**src/include/cmpsel_params.svh**
```systemverilog
// Purpose: Constants for the comparator1 input select register
// Assumes: Single core clock, synchronous active-high reset
// Notes:   Offsets, field positions, reset value and reserved-code masks
`ifndef CMPSEL_PARAMS_SVH
`define CMPSEL_PARAMS_SVH

// Register location in the special function register space
`define CMPSEL_REG_PAGE    8'h00
`define CMPSEL_REG_ADDR    8'h9e

// Reset value and field layout
`define CMPSEL_REG_RESET   8'hff
`define CMPSEL_NEG_MSB     7
`define CMPSEL_NEG_LSB     4
`define CMPSEL_POS_MSB     3
`define CMPSEL_POS_LSB     0

// Reserved codes: negative 0100, 0101, 1011; positive 0100..0110
`define CMPSEL_NEG_RSVD    16'h0830
`define CMPSEL_POS_RSVD    16'h0070

// Internal source codes shared by both fields
`define CMPSEL_CODE_TOUCH  4'hc
`define CMPSEL_CODE_HALF   4'hd
`define CMPSEL_CODE_SUPPLY 4'he
`define CMPSEL_CODE_TOP    4'hf

`endif

```
**src/include/cmpsel_pkg.sv**
```systemverilog
// Purpose: Types for the comparator1 input select block
// Assumes: Constants come from cmpsel_params.svh
// Notes:   One select line per field code
package cmpsel_pkg;

    // A four-bit input selection code
    typedef logic [3:0] cmpsel_code_t;

    // One-hot switch enables, indexed by code
    typedef logic [15:0] cmpsel_sel_t;

    // Register byte
    typedef logic [7:0] cmpsel_byte_t;

    // Codes that pick internal sources rather than port pins
    typedef enum logic [3:0] {
        CMPSEL_SRC_TOUCH  = 4'b1100,
        CMPSEL_SRC_HALF   = 4'b1101,
        CMPSEL_SRC_SUPPLY = 4'b1110,
        CMPSEL_SRC_TOP    = 4'b1111
    } cmpsel_src_t;

endpackage

```
**src/design/cmpsel_decode.sv**
```systemverilog
// Purpose: Decode one selection field into one-hot switch enables
// Assumes: Purely combinational, code is the register's next value
// Notes:   Reserved codes are masked so the input floats
`timescale 1ns/1ps
module cmpsel_decode #(
    parameter logic [15:0] RSVD_MASK = 16'h0000
) (
    // Field code
    input  wire cmpsel_pkg::cmpsel_code_t code,
    // Switch enables
    output cmpsel_pkg::cmpsel_sel_t       sel
);

    // One comparator per code; masked codes never close a switch
    genvar i;
    generate
        for (i = 0; i < 16; i = i + 1) begin : g_line
            // Cast keeps the compare at the code width; a genvar takes no part-select
            assign sel[i] = (code == 4'(i)) && !RSVD_MASK[i];
        end
    endgenerate

endmodule

```
**src/design/cmpsel_top.sv**
```systemverilog
// Purpose: Comparator1 input select register and switch decode
// Assumes: SFR strobes synchronous to core_clk, one access per strobe
// Notes:   Select lines follow the register in the same cycle it updates
`timescale 1ns/1ps
`include "cmpsel_params.svh"
module cmpsel_top #(
    parameter int ADDR_W = 8,
    parameter int DATA_W = 8
) (
    // Clock and reset
    input  wire logic                      core_clk,
    input  wire logic                      sys_rst,
    // Special function register access
    input  wire logic [7:0]                sfr_page,
    input  wire logic [ADDR_W-1:0]         sfr_addr,
    input  wire logic                      sfr_wr,
    input  wire logic                      sfr_rd,
    input  wire cmpsel_pkg::cmpsel_byte_t  sfr_wdata,
    output cmpsel_pkg::cmpsel_byte_t       sfr_rdata,
    output logic                           sfr_rdata_valid,
    // Stored register and switch enables
    output cmpsel_pkg::cmpsel_byte_t       comparator1_input_select,
    output cmpsel_pkg::cmpsel_sel_t        neg_sel,
    output cmpsel_pkg::cmpsel_sel_t        pos_sel
);

    // Only an 8-bit register over an 8-bit SFR address makes sense here
    if (DATA_W != 8 || ADDR_W != 8) begin : g_bad_param
        $error("cmpsel_top supports only ADDR_W = 8 and DATA_W = 8");
    end

    cmpsel_pkg::cmpsel_byte_t  next_comparator1_input_select;
    cmpsel_pkg::cmpsel_byte_t  next_sfr_rdata;
    logic                      next_sfr_rdata_valid;
    cmpsel_pkg::cmpsel_sel_t   next_neg_sel;
    cmpsel_pkg::cmpsel_sel_t   next_pos_sel;
    cmpsel_pkg::cmpsel_code_t  next_neg_code;
    cmpsel_pkg::cmpsel_code_t  next_pos_code;
    logic                      hit;

    // Address decode: page and address must both match
    assign hit = (sfr_page == `CMPSEL_REG_PAGE) && (sfr_addr == `CMPSEL_REG_ADDR);

    // Register next value; every bit writable
    always_comb begin
        next_comparator1_input_select = comparator1_input_select;
        if (sfr_wr && hit) begin
            next_comparator1_input_select = sfr_wdata;
        end
    end

    // Read path answers one cycle later with the value before any write
    always_comb begin
        next_sfr_rdata       = sfr_rdata;
        next_sfr_rdata_valid = 1'b0;
        if (sfr_rd && hit) begin
            next_sfr_rdata       = comparator1_input_select;
            next_sfr_rdata_valid = 1'b1;
        end
    end

    // Decode from the next value so switches track the register without lag
    assign next_neg_code = next_comparator1_input_select[`CMPSEL_NEG_MSB:`CMPSEL_NEG_LSB];
    assign next_pos_code = next_comparator1_input_select[`CMPSEL_POS_MSB:`CMPSEL_POS_LSB];

    cmpsel_decode #(
        .RSVD_MASK (`CMPSEL_NEG_RSVD)
    ) u_neg_decode (
        .code (next_neg_code),
        .sel  (next_neg_sel)
    );

    cmpsel_decode #(
        .RSVD_MASK (`CMPSEL_POS_RSVD)
    ) u_pos_decode (
        .code (next_pos_code),
        .sel  (next_pos_sel)
    );

    // State registers; reset leaves both fields at 1111
    always_ff @(posedge core_clk) begin
        if (sys_rst) begin
            comparator1_input_select <= `CMPSEL_REG_RESET;
            sfr_rdata                <= 8'h00;
            sfr_rdata_valid          <= 1'b0;
            neg_sel                  <= 16'h8000;
            pos_sel                  <= 16'h8000;
        end else begin
            comparator1_input_select <= next_comparator1_input_select;
            sfr_rdata                <= next_sfr_rdata;
            sfr_rdata_valid          <= next_sfr_rdata_valid;
            neg_sel                  <= next_neg_sel;
            pos_sel                  <= next_pos_sel;
        end
    end

    cmpsel_pkg::cmpsel_code_t neg_code_q;
    cmpsel_pkg::cmpsel_code_t pos_code_q;
    assign neg_code_q = comparator1_input_select[`CMPSEL_NEG_MSB:`CMPSEL_NEG_LSB];
    assign pos_code_q = comparator1_input_select[`CMPSEL_POS_MSB:`CMPSEL_POS_LSB];
endmodule

```
**config.mk**
```make
export PLATFORM = sky130hd
export DESIGN_NAME = cmpsel_top
export DESIGN_NICKNAME = d
export VERILOG_FILES = /design/src/include/cmpsel_pkg.sv /design/src/design/cmpsel_decode.sv /design/src/design/cmpsel_top.sv
export VERILOG_INCLUDE_DIRS = /design/src /design/src/include
export SDC_FILE = /design/constraint.sdc
export NUM_CORES = 1
export LEC_CHECK = 0
export ABC_AREA = 1
export ABC_CLOCK_PERIOD_IN_PS = 1880
export BUFFER_PORTS_ARGS = -buffer_cell sky130_fd_sc_hd__buf_2
export CORE_UTILIZATION = 52
export CTS_BUF_LIST = sky130_fd_sc_hd__clkbuf_8
export DETAILED_ROUTE_END_ITERATION = 7
export PLACE_DENSITY = 0.89
export SYNTH_ARGS = -nofsm -noshare
export SYNTH_HDL_FRONTEND = slang
export SYNTH_SLANG_ARGS = --single-unit
```
**constraint.sdc**
```tcl
create_clock -name core_clk -period 1.88 [get_ports core_clk]
set_input_delay 0.376 -clock core_clk [delete_from_list [all_inputs] [get_ports core_clk]]
set_output_delay 0.376 -clock core_clk [all_outputs]
set_load 0.05 [all_outputs]
```
---- After elaboration in Yosys (flattened, before gate mapping) ----
Cells that the tools add are included.
word-level totals
  register bits ........................... 49
  bits of input ports ..................... 28
  output and inout bits ................... 49
  word-level logic and storage cells ...... 40
cells by class
  equal/unequal tests ..................... 25
  mux-type cells .......................... 2
  reductions and logical operators ........ 6
operator list
  kind                number
  $eq 4x4->1 const B  15
  $eq 4x2->1 const B  4
  $eq 4x3->1 const B  3
  $eq 4x1->1 const B  2
  $eq 8x8->1 const B  1
  $logic_not 4->1     2
  $logic_not 8->1     1
  $mux 8              1
  $logic_and 1x1->1   3
  $mux 1              1

---- Logic depth before layout (Yosys ltp) ----
  depth after elaboration ................. 5
  depth in mapped cells ................... 10

---- Cells and area by module ----
A second synthesis with hierarchy kept.
unflattened totals
  cell total of the unflattened synthesis .. 304
  area total of the unflattened synthesis .. 2164.6 µm²
by module, submodules not included
  module                         times used  cells an instance  area each (µm²)
  cmpsel_top                     1           246                1919.3
  cmpsel_decode at u_neg_decode  1           29                 125.1
  cmpsel_decode at u_pos_decode  1           29                 120.1

---- Worst setup path after synthesis ----
No wires, ideal clock.
  kind .................................... input to register
  from .................................... in sfr_page[7]
  to ...................................... reg neg_sel[2]
  setup time .............................. 0.115 ns
  data arrival time ....................... 1.249 ns
  data required time ...................... 1.765 ns
  setup slack ............................. 0.515 ns
  stages on the path ...................... 9
  path buffers ............................ 1
  path through ............................ nor2_1 nand2_1 nor2_2 buf_6 nand4_1 nand2_2 inv_2 nand2_1 nor2_1
on the way
  cells in the longest elaborated chain, start to end .. 5
RTL lines
  what                       line                 RTL
  start: declaration         cmpsel_top.sv:14     input wire logic [7:0] sfr_page,
  $logic_not 8->1 (no line)  -
  $logic_and 1x1->1          cmpsel_top.sv:42     assign hit = (sfr_page == `CMPSEL_REG_PAGE) && (sfr_addr == `CMPSEL_REG_ADDR);
  $logic_and 1x1->1          cmpsel_top.sv:47     if (sfr_wr && hit) begin
  $mux 8                     cmpsel_top.sv:47
  $eq 4x2->1                 cmpsel_decode.sv:19  assign sel[i] = (code == 4'(i)) && !RSVD_MASK[i];
  end signal: assignment     cmpsel_top.sv:92     neg_sel <= next_neg_sel;
  end: declaration           cmpsel_top.sv:23     output cmpsel_pkg::cmpsel_sel_t neg_sel,
No other way between the ends.
A chain may end at the register's enable or synchronous reset.

---- Final worst setup path ----
  from .................................... in sfr_page[4]
  to ...................................... reg sfr_rdata[1]
on the way
  cells in the longest elaborated chain, start to end .. 3
RTL lines
  what                       line              RTL
  $logic_not 8->1 (no line)  -
  $logic_and 1x1->1          cmpsel_top.sv:42
  $logic_and 1x1->1          cmpsel_top.sv:56  if (sfr_rd && hit) begin
  end signal: assignment     cmpsel_top.sv:90  sfr_rdata <= next_sfr_rdata;
  end: declaration           cmpsel_top.sv:19  output cmpsel_pkg::cmpsel_byte_t sfr_rdata,
No other way between the ends.

==> results.py <==
metrics = {
    "placement": {
        "place_area_um2": 2080,
        "port_buffers": 70,
        "dp_hpwl_um": 2770,
        "place_congestion": 0.818,
        "dp.cells": 338,
    },
    "clocking": {
        "tritoncts": "built",
        "ctsHoldBuffers": 0,
        "h-tree-depth": 2,
        "clk_pin_slew_worst_paths_ns": 0.07,
        "cts_buffers": 5,
        "ctsResizeCount": 0,
        "cts_root_buf": "clkbuf_8",
        "ctsLongestPathBuffers": 2,
        "cts_num_sinks": 43,
        "post_cts.repair.setup_buffers": 0,
        "clkLatencyLatePin_ns": 0.29,
    },
    "power_and_ir_drop": {
        "power_mw": 1.70,
        "powerDensity_nw_per_um2": 776,
        "leakage_nw": 1.16,
        "ir_worst_vdd_mv": 0.512,
    },
    "logic_synthesis": {
        "synth_edf_count": 0,
        "async_flop_share": 0,
        "synthesis.instances": 229,
        "synth_common_cells": "43 x dfxtp_1, 42 x nor2_1, 41 x nand2_1, 33 x inv_1, 11 x nand3_1",
        "synth-main-ff-cell": "dfxtp_1",
        "syn_area_um2": 1720,
        "ys_ff_latch": 43,
        "synth_top_area_frac": 0.500,
        "avgSynthCellArea_um2": 7.52,
        "synth_largest_area_cell": "dfxtp_1",
        "yosys.cell_types.count": 20,
        "yosysSeqAreaShare": 0.500,
        "yosysWarnings": 0,
        "synth_area_leaders": "dfxtp_1 50%, nor2_1 9.2%, nand2_1 8.9%, inv_1 7.2%, nand4_1 3.6%",
        "synthMostInstantiatedCell": "dfxtp_1",
    },
    "setup_path": {
        "cpPeakStageDelay_ns": 0.41,
        "critPathSlowestCell": "nand3_1",
        "cp-end-kind": "flip-flop",
        "critPathMaxFanout": 16,
        "reg2reg_depth": 6,
        "crit_type": "in2reg",
        "worst_ep_arrival_time_ns": 1.67,
        "start_kind": "input pin",
        "crit_required_ns": 2.04,
        "path_cells": "buf_2 -> nor2_1 -> nand3_1 -> nor2_1 -> nand3_1 -> o21ai_0 -> a21oi_1",
    },
    "routing": {
        "dr.first_iter.drc_count": 36,
        "vias": 1589,
        "viasPerCell": 4.59,
        "drc": 0,
        "drt_first_pass_iters": 4,
        "wl_per_cell_um": 10.3,
        "ant_nets": 0,
        "routed_wl_um": 3570,
    },
    "cells_and_area": {
        "finalNonFillerCells": 346,
        "stdcell_area_um2": 2190,
        "seq_area_um2": 861,
        "multiInputGateArea_um2": 653,
        "drive_above_1_share": 0.328,
        "fillers": 267,
        "antenna_cells_inserted": 0,
        "finish.net_count": 329,
        "area_growth_pct": 27.2,
    },
    "timing": {
        "fin_worst_skew_ns": 0.00558,
        "rsz0062_at_grt": "false",
        "fin_crit_ns": 1.51,
        "worstMarginPinSlew_ns": 0.521,
        "finalSetupTns_ns": 0,
        "hold_violations": 0,
        "fmaxAchievable_mhz": 662,
        "max_slew_margin": 0.652,
        "post-route-period-util": 0.803,
        "maxSlewViolCount": 0,
        "setup_viol": 0,
    },
    "grt": {
        "grtUsageTotal": 0.223,
        "grt_start_max_net_pins": 17,
        "grt_remaining_overflow": 0,
        "grt_pass1_wl_um": 5840,
        "grt_antenna_before_repair": 0,
        "grt_pass1_vias": 1363,
    },
    "min_path": {
        "worstHoldPathCells": 3,
        "hold_path_class": "in2reg",
    },
    "die": {
        "num_rows": 20,
        "die_x_um": 59.5,
        "ios": 77,
        "start_util": 0.555,
        "core-area_um2": 3100,
        "die_h_um": 59.5,
        "die_area_um2": 3550,
    },
    "outcome": {
        "outcome": "finished, final reports clean",
    },
    "job": {
        "cap_violations": 0,
    },
}
[layer usage]
metal / global-route usage / vias up / routed length (um)
li1: - / 834 / -
met1: 0.263 / 704 / 1490
met2: 0.377 / 47 / 1830
met3: 0.0633 / 4 / 212
met4: 0.0963 / 0 / 44
met5: 0 / - / 0
[cell families (layout without fill, tap and decap cells)]
kind of cell           Yosys count  in the layout  share of synthesized area
other                            1              6                    0.00218
and+or+nand+nor                119            119                      0.320
AOI/OAI and AO/OA               16             16                     0.0465
DFF                             43             43                      0.500
buffers and inverters           50            118                      0.132
[cell usage in the layout (no fill, tap or decap), drive strengths merged]
cell	instances
a21oi	8
buf	72
bufinv	1
clkbuf	5
clkinv	2
conb	6
dfxtp	43
inv	38
nand2	47
nand3	12
nand4	11
nor2	48
nor4	1
o21ai	8
[report_power, final]
part	switching, mW	total (mW)	internal (mW)
logic	0.0663	0.0969	0.0306
registers	0.00000373	0.910	0.910
clock network	0.298	0.693	0.395
total	0.364	1.70	1.34
[registers in the layout (all words and copies together), names as in the netlist]
signal                    cells
neg_sel                      13
sfr_rdata_valid               1
sfr_rdata                     8
pos_sel                      13
comparator1_input_select      8
[area by class of cell]
class,instances,area share
clock buffers,5,0.0314
clock inverters,3,0.0200
inverters,38,0.0651
multi-input cells,141,0.298
flip-flops and latches,43,0.393
well taps,44,0.0251
repair buffers,72,0.167
[final timing paths]
check | start | end | slack [ns]
worst max register to register | comparator1_input_select[2] | pos_sel[12] | 0.93
worst min-delay path | sfr_rd | sfr_rdata_valid | 0.32
worst min register to register | sfr_rdata[7] | sfr_rdata[7] | 0.44
worst max-delay path | sfr_page[4] | sfr_rdata[1] | 0.37
[worst max-delay path: cells and delay by family]
| family | cells | cell delay, ns |
|---|---|---|
| and+or+nand+nor | 4 | 0.76 |
| AOI/OAI and AO/OA | 2 | 0.43 |
| buffers and inverters | 1 | 0.10 |
[per-stage QoR]
| step | hold slack, ns | utilization | setup WS [ns] |
|---|---|---|---|
| after floorplan | 0.448 | - | 0.515 |
| after global placement | 0.430 | 0.669 | 0.169 |
| final | 0.317 | 0.706 | 0.370 |
| after global routing | 0.324 | 0.706 | 0.181 |
| after CTS | 0.312 | 0.706 | 0.406 |
| after detailed placement | 0.432 | 0.669 | 0.128 |
(Power assumes the default switching activity.)
